[src/verilog/clpd_cfg.svh]
// Offsets, field positions, reset values and timing counts of the detector
`ifndef CLPD_CFG_SVH
`define CLPD_CFG_SVH

// Register byte offsets
`define CLPD_CTRL_OFS 12'h000
`define CLPD_LOW_OFS 12'h004
`define CLPD_HIGH_OFS 12'h008
`define CLPD_OVER_OFS 12'h00c
`define CLPD_START_DELAY_TIME_OFS 12'h010
`define CLPD_MAX_INRUSH_TIME_OFS 12'h014
`define CLPD_MIN_HOLD_TIME_OFS 12'h018
`define CLPD_STAT_OFS 12'h01c
`define CLPD_CNT_OFS 12'h020
`define CLPD_REC_PTR_OFS 12'h024
`define CLPD_REC_BASE_OFS 12'h040
`define CLPD_REC_LAST_OFS 12'h06c

// Control fields
`define CLPD_CTRL_CLR_ACT_BIT 0
`define CLPD_CTRL_CLR_BLK_BIT 1

// Thresholds in 0.01 x In units, times in 0.005 s ticks
`define CLPD_LOW_RST 16'h0014
`define CLPD_HIGH_RST 16'h0078
`define CLPD_OVER_RST 16'h00c8
`define CLPD_START_DELAY_TIME_RST 20'h007d0
`define CLPD_MAX_INRUSH_TIME_RST 20'h01770
`define CLPD_MIN_HOLD_TIME_RST 20'h00008

// Dropout ratio 97 percent
`define CLPD_HYST_NUM 7'd97
`define CLPD_HYST_DEN 7'd100

// Program cycle tick: 5 ms at 100 MHz
`define CLPD_TICK_MS 5
`define CLPD_CLK_MHZ 100
`define CLPD_TICK_CYC (`CLPD_TICK_MS * 1000 * `CLPD_CLK_MHZ)

`define CLPD_REC_DEPTH 12

`endif

[src/verilog/clpd_pkg.sv]
// Types shared by the cold load pick-up detector
package clpd_pkg;

    typedef enum logic [2:0] {
        CLPD_NORMAL,
        CLPD_CURR_LOW,
        CLPD_OVERCURRENT,
        CLPD_ACTIVE,
        CLPD_BLOCKED
    } clpd_cond_t;

    typedef enum logic [1:0] {
        CLPD_ST_IDLE,
        CLPD_ST_HOLD,
        CLPD_ST_INRUSH,
        CLPD_ST_BLOCKED
    } clpd_fsm_t;

    typedef struct packed {
        logic [15:0] a;
        logic [15:0] b;
        logic [15:0] c;
    } clpd_phases_t;

    typedef struct packed {
        logic [15:0] low;
        logic [15:0] high;
        logic [15:0] over;
        logic [19:0] start_delay_time;
        logic [19:0] max_inrush_time;
        logic [19:0] min_hold_time;
    } clpd_set_t;

    typedef struct packed {
        logic [31:0] prdata;
        logic pslverr;
    } clpd_apb_rsp_t;

endpackage : clpd_pkg

[src/verilog/clpd_top.sv]
// Cold load pick-up detector with APB settings and status
// How it works
// - Three fundamental phase magnitudes, each compared
// - Picked-up conditions drop out at 97 percent
// - One threshold set shared by all phases
// - Low condition when all phases below low
// - Inrush condition when all phases above high
// - Any phase over overcurrent releases at once
// - Activate after low persists for start delay
// - Inrush longer than max time releases output
// - No inrush: hold minimum time, then release
// - Inrush during hold switches to max timing
// - Inrush ending means finish remaining hold time, then release
// - Zero start delay activates in same evaluation
// - Block input sampled at each cycle start
// - Unblocked pick-up raises active, runs timers
// - Blocked pick-up raises only blocked indication
// - Later block resets output, normal release
// - Read-only five-state condition code
// - Settings change live without restart
// - Resettable counters of activations and blocks
// - Twelve-record ring, oldest overwritten
`timescale 1ns/1ps
`include "clpd_cfg.svh"

module clpd_top
    import clpd_pkg::*;
#(
    parameter int TICK_CYC = `CLPD_TICK_CYC
) (
    input wire logic pclk,
    input wire logic presetn,
    input wire logic psel,
    input wire logic penable,
    input wire logic pwrite,
    input wire logic [11:0] paddr,
    input wire logic [31:0] pwdata,
    output logic [31:0] prdata,
    output logic pready,
    output logic pslverr,
    input wire clpd_phases_t measured_magnitude,
    input wire logic block_in,
    output logic cold_load_active,
    output logic cold_load_blocked,
    output logic program_tick,
    output clpd_cond_t detector_condition_code
);

    typedef struct packed {
        logic [1:0] blk_sync;
        logic [31:0] tick_cnt;
        logic blk_smp;
        clpd_set_t set;
        clpd_fsm_t fsm;
        logic low_on;
        logic high_on;
        logic over_on;
        logic [19:0] tmr;
        logic [19:0] hold_tmr;
        logic ended;
        logic active;
        logic blocked;
        clpd_cond_t cond;
        logic [15:0] cnt_act;
        logic [15:0] cnt_blk;
        logic [3:0] rec_ptr;
        logic [31:0] prdata;
        logic tick;
    } clpd_state_t;

    clpd_state_t s_reg;
    clpd_state_t s_next;
    logic [31:0] rec_mem [0:`CLPD_REC_DEPTH-1];

    // Per-phase comparisons with 97 percent dropout level
    function automatic logic above(input logic [15:0] m,
                                   input logic [15:0] th,
                                   input logic was);
        logic [22:0] lhs;
        logic [22:0] rhs;
        lhs = 23'(m) * 23'(`CLPD_HYST_DEN);
        rhs = 23'(th) * 23'(`CLPD_HYST_NUM);
        above = was ? (lhs > rhs) : (m > th);
    endfunction : above

    function automatic logic below(input logic [15:0] m,
                                   input logic [15:0] th,
                                   input logic was);
        logic [22:0] lhs;
        logic [22:0] rhs;
        lhs = 23'(m) * 23'(`CLPD_HYST_DEN);
        rhs = 23'(th) * 23'(`CLPD_HYST_NUM);
        // Dropout when rising past 97 percent of setting
        below = was ? (lhs < rhs) : (m < th);
    endfunction : below

    logic wr_en;
    logic rd_en;
    logic rec_we;
    logic [31:0] rec_word;
    logic addr_ok;

    assign wr_en = psel && penable && pwrite;
    assign rd_en = psel && !penable && !pwrite;
    // Zero wait states; one cycle per access phase
    assign pready = 1'b1;
    assign pslverr = psel && penable && !addr_ok;

    // Address decode, records occupy twelve words
    always_comb begin
        addr_ok = 1'b0;
        case (paddr)
            `CLPD_CTRL_OFS, `CLPD_LOW_OFS, `CLPD_HIGH_OFS,
            `CLPD_OVER_OFS, `CLPD_START_DELAY_TIME_OFS, `CLPD_MAX_INRUSH_TIME_OFS,
            `CLPD_MIN_HOLD_TIME_OFS, `CLPD_STAT_OFS, `CLPD_CNT_OFS,
            `CLPD_REC_PTR_OFS: addr_ok = 1'b1;
            default: begin
                addr_ok = (paddr >= `CLPD_REC_BASE_OFS) &&
                          (paddr <= `CLPD_REC_LAST_OFS) &&
                          (paddr[1:0] == 2'h0);
            end
        endcase
    end

    // Detection, timers, bus registers in one next-state process
    always_comb begin
        logic lo_all;
        logic hi_all;
        logic ov_any;
        logic [19:0] tinc;
        logic [3:0] ridx;
        logic ev_act;
        logic ev_blk;
        lo_all = 1'b0;
        hi_all = 1'b0;
        ov_any = 1'b0;
        tinc = 20'h00000;
        ridx = 4'h0;
        ev_act = 1'b0;
        ev_blk = 1'b0;
        s_next = s_reg;
        rec_we = 1'b0;
        rec_word = 32'h0000_0000;
        s_next.tick = 1'b0;
        // Pin synchroniser, first stage only feeds second
        s_next.blk_sync = {s_reg.blk_sync[0], block_in};
        // Program cycle timebase
        if (s_reg.tick_cnt >= 32'(TICK_CYC - 1)) begin
            s_next.tick_cnt = 32'h0000_0000;
            s_next.tick = 1'b1;
        end else begin
            s_next.tick_cnt = s_reg.tick_cnt + 32'h0000_0001;
        end
        // Shared thresholds on every phase
        lo_all = below(measured_magnitude.a, s_reg.set.low, s_reg.low_on)
              && below(measured_magnitude.b, s_reg.set.low, s_reg.low_on)
              && below(measured_magnitude.c, s_reg.set.low,
                       s_reg.low_on);
        hi_all = above(measured_magnitude.a, s_reg.set.high, s_reg.high_on)
              && above(measured_magnitude.b, s_reg.set.high, s_reg.high_on)
              && above(measured_magnitude.c, s_reg.set.high,
                       s_reg.high_on);
        ov_any = above(measured_magnitude.a, s_reg.set.over, s_reg.over_on)
              || above(measured_magnitude.b, s_reg.set.over, s_reg.over_on)
              || above(measured_magnitude.c, s_reg.set.over,
                       s_reg.over_on);
        // Evaluation runs only at program-cycle ticks
        if (s_reg.tick) begin
            s_next.blk_smp = s_reg.blk_sync[1];
            s_next.low_on = lo_all;
            s_next.high_on = hi_all;
            s_next.over_on = ov_any;
            case (s_reg.fsm)
                CLPD_ST_IDLE: begin
                    tinc = lo_all ? s_reg.tmr + 20'h00001 : 20'h00000;
                    s_next.tmr = tinc;
                    // Zero delay passes on first low sample
                    if (lo_all && (tinc > s_reg.set.start_delay_time ||
                        s_reg.set.start_delay_time == 20'h00000)) begin
                        s_next.tmr = 20'h00000;
                        s_next.hold_tmr = 20'h00000;
                        s_next.ended = 1'b0;
                        if (s_next.blk_smp) begin
                            s_next.fsm = CLPD_ST_BLOCKED;
                            ev_blk = 1'b1;
                        end else begin
                            s_next.fsm = CLPD_ST_HOLD;
                            ev_act = 1'b1;
                        end
                    end
                end
                CLPD_ST_BLOCKED: begin
                    // No timers; indication lasts while low persists
                    if (!lo_all) begin
                        s_next.fsm = CLPD_ST_IDLE;
                    end
                end
                CLPD_ST_HOLD: begin
                    if (!lo_all) begin
                        s_next.hold_tmr = s_reg.hold_tmr + 20'h00001;
                    end
                    if (hi_all) begin
                        s_next.fsm = CLPD_ST_INRUSH;
                        s_next.tmr = 20'h00000;
                    end else if (!lo_all &&
                        s_next.hold_tmr >= s_reg.set.min_hold_time) begin
                        s_next.fsm = CLPD_ST_IDLE;
                        s_next.tmr = 20'h00000;
                    end
                end
                CLPD_ST_INRUSH: begin
                    s_next.hold_tmr = s_reg.hold_tmr + 20'h00001;
                    if (hi_all) begin
                        s_next.tmr = s_reg.tmr + 20'h00001;
                        if (s_next.tmr >= s_reg.set.max_inrush_time) begin
                            s_next.fsm = CLPD_ST_IDLE;
                            s_next.tmr = 20'h00000;
                        end
                    end else begin
                        // Start-up over; finish remaining hold time
                        s_next.ended = 1'b1;
                        s_next.fsm = CLPD_ST_HOLD;
                        s_next.tmr = 20'h00000;
                    end
                end
                default: s_next.fsm = CLPD_ST_IDLE;
            endcase
            // Overcurrent and late block override timing
            if (s_reg.fsm == CLPD_ST_HOLD || s_reg.fsm == CLPD_ST_INRUSH)
            begin
                if (ov_any) begin
                    s_next.fsm = CLPD_ST_IDLE;
                    s_next.tmr = 20'h00000;
                end else if (s_next.blk_smp) begin
                    s_next.fsm = CLPD_ST_IDLE;
                    s_next.tmr = 20'h00000;
                end
            end
            s_next.active = (s_next.fsm == CLPD_ST_HOLD) ||
                            (s_next.fsm == CLPD_ST_INRUSH);
            s_next.blocked = (s_next.fsm == CLPD_ST_BLOCKED);
            // Condition code priority: blocked, active, over, low
            if (s_next.blocked) begin
                s_next.cond = CLPD_BLOCKED;
            end else if (s_next.active) begin
                s_next.cond = CLPD_ACTIVE;
            end else if (ov_any) begin
                s_next.cond = CLPD_OVERCURRENT;
            end else if (lo_all) begin
                s_next.cond = CLPD_CURR_LOW;
            end else begin
                s_next.cond = CLPD_NORMAL;
            end
        end
        // Record ring, oldest slot overwritten
        if (ev_act || ev_blk) begin
            rec_we = 1'b1;
            rec_word = {ev_blk, 3'(s_reg.cond), 4'h0,
                        measured_magnitude.a[7:0],
                        measured_magnitude.b[7:0],
                        measured_magnitude.c[7:0]};
            s_next.rec_ptr = (s_reg.rec_ptr == 4'(`CLPD_REC_DEPTH - 1)) ?
                             4'h0 : s_reg.rec_ptr + 4'h1;
        end
        // Settings writable at any time, used next evaluation
        if (wr_en) begin
            case (paddr)
                `CLPD_LOW_OFS: s_next.set.low = pwdata[15:0];
                `CLPD_HIGH_OFS: s_next.set.high = pwdata[15:0];
                `CLPD_OVER_OFS: s_next.set.over = pwdata[15:0];
                `CLPD_START_DELAY_TIME_OFS: s_next.set.start_delay_time = pwdata[19:0];
                `CLPD_MAX_INRUSH_TIME_OFS: s_next.set.max_inrush_time = pwdata[19:0];
                `CLPD_MIN_HOLD_TIME_OFS: s_next.set.min_hold_time = pwdata[19:0];
                default: ;
            endcase
        end
        // Counters; an event in the clear cycle still counts
        if (wr_en && paddr == `CLPD_CTRL_OFS &&
            pwdata[`CLPD_CTRL_CLR_ACT_BIT]) begin
            s_next.cnt_act = 16'h0000;
        end
        if (wr_en && paddr == `CLPD_CTRL_OFS &&
            pwdata[`CLPD_CTRL_CLR_BLK_BIT]) begin
            s_next.cnt_blk = 16'h0000;
        end
        if (ev_act) begin
            s_next.cnt_act = (wr_en && paddr == `CLPD_CTRL_OFS &&
                pwdata[`CLPD_CTRL_CLR_ACT_BIT]) ? 16'h0001 :
                s_reg.cnt_act + 16'h0001;
        end
        if (ev_blk) begin
            s_next.cnt_blk = (wr_en && paddr == `CLPD_CTRL_OFS &&
                pwdata[`CLPD_CTRL_CLR_BLK_BIT]) ? 16'h0001 :
                s_reg.cnt_blk + 16'h0001;
        end
        // Read data captured in setup phase
        if (rd_en) begin
            ridx = 4'(paddr[5:2] - 4'h0);
            case (paddr)
                `CLPD_LOW_OFS: s_next.prdata = {16'h0000, s_reg.set.low};
                `CLPD_HIGH_OFS: s_next.prdata = {16'h0000, s_reg.set.high};
                `CLPD_OVER_OFS: s_next.prdata = {16'h0000, s_reg.set.over};
                `CLPD_START_DELAY_TIME_OFS: s_next.prdata = {12'h000, s_reg.set.start_delay_time};
                `CLPD_MAX_INRUSH_TIME_OFS: s_next.prdata = {12'h000, s_reg.set.max_inrush_time};
                `CLPD_MIN_HOLD_TIME_OFS: s_next.prdata = {12'h000, s_reg.set.min_hold_time};
                `CLPD_STAT_OFS: s_next.prdata = {24'h000000,
                    s_reg.blk_smp, s_reg.fsm, s_reg.blocked,
                    s_reg.active, 3'(s_reg.cond)};
                `CLPD_CNT_OFS: s_next.prdata = {s_reg.cnt_blk,
                                                s_reg.cnt_act};
                `CLPD_REC_PTR_OFS: s_next.prdata = {28'h0000000,
                                                    s_reg.rec_ptr};
                default: begin
                    if (paddr >= `CLPD_REC_BASE_OFS &&
                        paddr <= `CLPD_REC_LAST_OFS) begin
                        s_next.prdata = rec_mem[ridx];
                    end else begin
                        s_next.prdata = 32'h0000_0000;
                    end
                end
            endcase
        end
    end

    // State register
    always_ff @(posedge pclk or negedge presetn) begin
        if (!presetn) begin
            s_reg <= '0;
            s_reg.set.low <= `CLPD_LOW_RST;
            s_reg.set.high <= `CLPD_HIGH_RST;
            s_reg.set.over <= `CLPD_OVER_RST;
            s_reg.set.start_delay_time <= `CLPD_START_DELAY_TIME_RST;
            s_reg.set.max_inrush_time <= `CLPD_MAX_INRUSH_TIME_RST;
            s_reg.set.min_hold_time <= `CLPD_MIN_HOLD_TIME_RST;
            s_reg.fsm <= CLPD_ST_IDLE;
            s_reg.cond <= CLPD_NORMAL;
        end else begin
            s_reg <= s_next;
        end
    end

    // Record storage, no reset needed for contents
    always_ff @(posedge pclk) begin
        if (rec_we) begin
            rec_mem[s_reg.rec_ptr] <= rec_word;
        end
    end

    assign prdata = s_reg.prdata;
    assign cold_load_active = s_reg.active;
    assign cold_load_blocked = s_reg.blocked;
    assign program_tick = s_reg.tick;
    assign detector_condition_code = s_reg.cond;

endmodule : clpd_top

[config.mk]
export PLATFORM = sky130hd
export DESIGN_NAME = clpd_top
export DESIGN_NICKNAME = d
export VERILOG_FILES = /design/src/verilog/clpd_pkg.sv /design/src/verilog/clpd_top.sv
export VERILOG_INCLUDE_DIRS = /design/src /design/src/verilog
export SDC_FILE = /design/constraint.sdc
export NUM_CORES = 2
export LEC_CHECK = 0
export CAP_MARGIN = 20
export CORE_MARGIN = 2
export CORE_UTILIZATION = 35
export CTS_BUF_LIST = sky130_fd_sc_hd__clkbuf_8
export CTS_CLUSTER_DIAMETER = 30
export DETAILED_ROUTE_END_ITERATION = 6
export DONT_BUFFER_PORTS = 1
export MAX_ROUTING_LAYER = met4
export PLACE_DENSITY_LB_ADDON = 0.15
export SYNTH_ARGS = -nofsm -noshare
export SYNTH_HDL_FRONTEND = slang
export SYNTH_SLANG_ARGS = --single-unit
[constraint.sdc]
create_clock -name pclk -period 22.7 [get_ports pclk]
set_input_delay 4.54 -clock pclk [delete_from_list [all_inputs] [get_ports pclk]]
set_output_delay 4.54 -clock pclk [all_outputs]
set_load 0.05 [all_outputs]
==> metrics <==
Post-CTS Setup Repair Bufs 0; # setup viols final 0; overall routing resource usage 22.2%; DRT Pass-1 Iters 6; Commonest cells post-synth 759 x ha_1, 428 x inv_1, 336 x edfxtp_1; CTS resizes 0; I/O Buffers 0; cell with the most instances after synthesis ha_1; root buffer cell clkbuf_8; MaxCap Viol Count 0; Die ar. 129000 sq um; IR drop worst, VDD 0.0411 mV; relative slew slack roughly 28%; DRT iter0 DRCs 2393; area grow syn2layout 10.2%; CP max-delay cell and3_2; Mapped Area 44100 sq um; core footprint 125000 sq um; Max Slew Vio Count 0; Tcrit/Tclk final 60.6%; Reg power frac between 30% and 40%; Clock Sinks 597; CP required about 23 ns; row count 130; Clock Latency Late Sink 0.75 ns; Worst Hold Class flop to flop; # hold bufs at CTS 0; routed len/inst 24.1 um; Layout Skew 0.0451 ns; post-DP HPWL 105 mm; FILL cells around 12000; maximum fanout along the worst path ~50; Worst Max-Slew Pin Slew 1.07 ns; Crit Path Class primary input to flop; RSZ-0062 raised after global routing false; DR vias 31500; clock tree buffer depth 3; die span in y about 360 um; most frequent cell on the critical path ha_1; sequential area share after synthesis 37.7%; syn_area_per_cell roughly 11 sq um; # IOs 138; Pleak 21.8 nW; layout cell share with drive strength beyond 1 11.2%; CTS clock-pin slew for the worst setup and hold paths 0.06 ns; Clock power frac 36.7%; NetSw 1.13 mW; Area contributors post-synth edfxtp_1 23%, ha_1 22%, dfrtp_1 13%; vias in the first global route 30700; Power per Cell Area roughly 71 nW/um^2; Vias per Instance 5.40; slowest stage delay, CP 0.90 ns; Synth area leader edfxtp_1; total internal power 2.32 mW; ys async rst share between 40% and 50%; pin count of the biggest net entering global routing 262; status finished clean; Yosys reg bits 597; combinational power share between 20% and 30%; DR DRC count 0; synth warn 0; Initial Util 35.2%; Antenna Nets Post-Route 0; Sw Ratio roughly 33%; Top delay family on crit path simple AND/OR/NAND/NOR gates; Setup TNS Final 0 ns; final hold vios 0; Top FF cell, synth edfxtp_1; first-pass GRT wire length 207 mm; initial antenna violation count 10; gpl congestion 0.912; critical path capture point type flop; FMAX 72.7 MHz; CTS Buf Count 119; Tot Pwr approximately 3.4 mW; Post-synth EDFFs 336; final core occ 38.8%; overflow left after global routing 0; CP Launch Type primary input; Synth top area share between 20 and 25%; post-layout min period 13.76 ns; die width 359 um; CTS tree done; Post-Synthesis Cells 4052; WL final approximately 140 mm; Max H-tree Level 3; worst path bufs/invs 5; Yosys cell types 84; CP Data Arrival Time between 10 and 15 ns; nets@finish between 4000 and 5000; number of flip-flops under the largest register name 336
==> logic make-up after synthesis <==
group | Yosys count | share of synthesized area (%)
simple gates | 895 | 9.99
fa+ha+maj | 817 | 24.1
compound gates | 788 | 11.9
flops | 597 | 37.7
buf+inv | 563 | 5.11
mux | 232 | 7.97
xor+xnor | 158 | 3.15
other cells | 2 | 0.0170
==> per-layer routing <==
layer	vias to the layer above	track usage (%)	wire, um
li1	15000	-	-
met1	15600	30.5	66500
met2	737	33.7	62700
met3	149	4.91	8960
met4	0	4.55	2600
met5	-	-	0
==> worst paths after layout <==
check | depth (start not counted) | end | slack (ns) | start
hold / removal | 0 | s_reg[262]$_DFF_PN0_ | 0.38 | s_next[262]$_DFF_PN0_
hold reg to reg | 0 | s_reg[262]$_DFF_PN0_ | 0.38 | s_next[262]$_DFF_PN0_
min in group asynchronous | 0 | s_reg[129]$_DFFE_PN0P_ | 3.51 | presetn
setup / recovery | 38 | rec_mem[10][8]$_DFFE_PP_ | 8.94 | measured_magnitude[19]
max in group asynchronous | 0 | s_reg[87]$_DFFE_PN0P_ | 18.50 | presetn
setup reg to reg | 40 | rec_mem[10][8]$_DFFE_PP_ | 11.51 | s_reg[218]$_DFFE_PN0P_
==> cell type report <==
type,instances,area (sq um),area share (%)
tap,1650,2060,4.24
sequential,597,16600,34.2
clock buffer,123,1690,3.48
multi-input combinational,2904,25300,52.0
inverter,429,1610,3.31
clock inverter,97,1070,2.20
antenna,5,12.5,0.0257
timing repair buffer,26,240,0.494
==> per-stage QoR <==
| stage | instance area, sq um | worst slack [ns] | std cells | hold WS (ns) |
|---|---|---|---|---|
| after detailed placement | 45800 | 8.25 | 5603 | 0.391 |
| after CTS | 48600 | 8.98 | 5823 | 0.400 |
| after global placement | 45800 | 8.32 | 5602 | 0.383 |
| after global routing | 48700 | 8.27 | 5831 | 0.387 |
| final | 48700 | 8.94 | 5831 | 0.382 |
| after floorplan | 44200 | 9.77 | 4064 | 0.331 |
==> placed cells by master, fill, tap and decap left out, types with 109 or more instances in the layout <==
| master | synthesis | final |
|---|---|---|
| clkbuf_8 | 0 | 123 |
| mux2_2 | 114 | 114 |
| dfrtp_1 | 238 | 238 |
| ha_1 | 759 | 759 |
| a21o_1 | 134 | 134 |
| nand3_1 | 109 | 109 |
| o21ai_0 | 157 | 157 |
| a21oi_1 | 197 | 196 |
| nor2_1 | 203 | 198 |
| edfxtp_1 | 336 | 336 |
| inv_1 | 428 | 453 |
| nand2_1 | 227 | 227 |
==> power groups by stage <==
stage | clock (mW) | sequential, mW | combinational (mW)
2_1_floorplan | 0 | 1.20 | 0.726
3_3_place_gp | 0 | 1.23 | 0.930
3_5_place_dp | 0 | 1.23 | 0.944
4_1_cts | 1.29 | 1.21 | 0.953
5_1_grt | 1.34 | 1.22 | 1.09
6_report | 1.26 | 1.21 | 0.970
(Power assumes the default switching activity.)
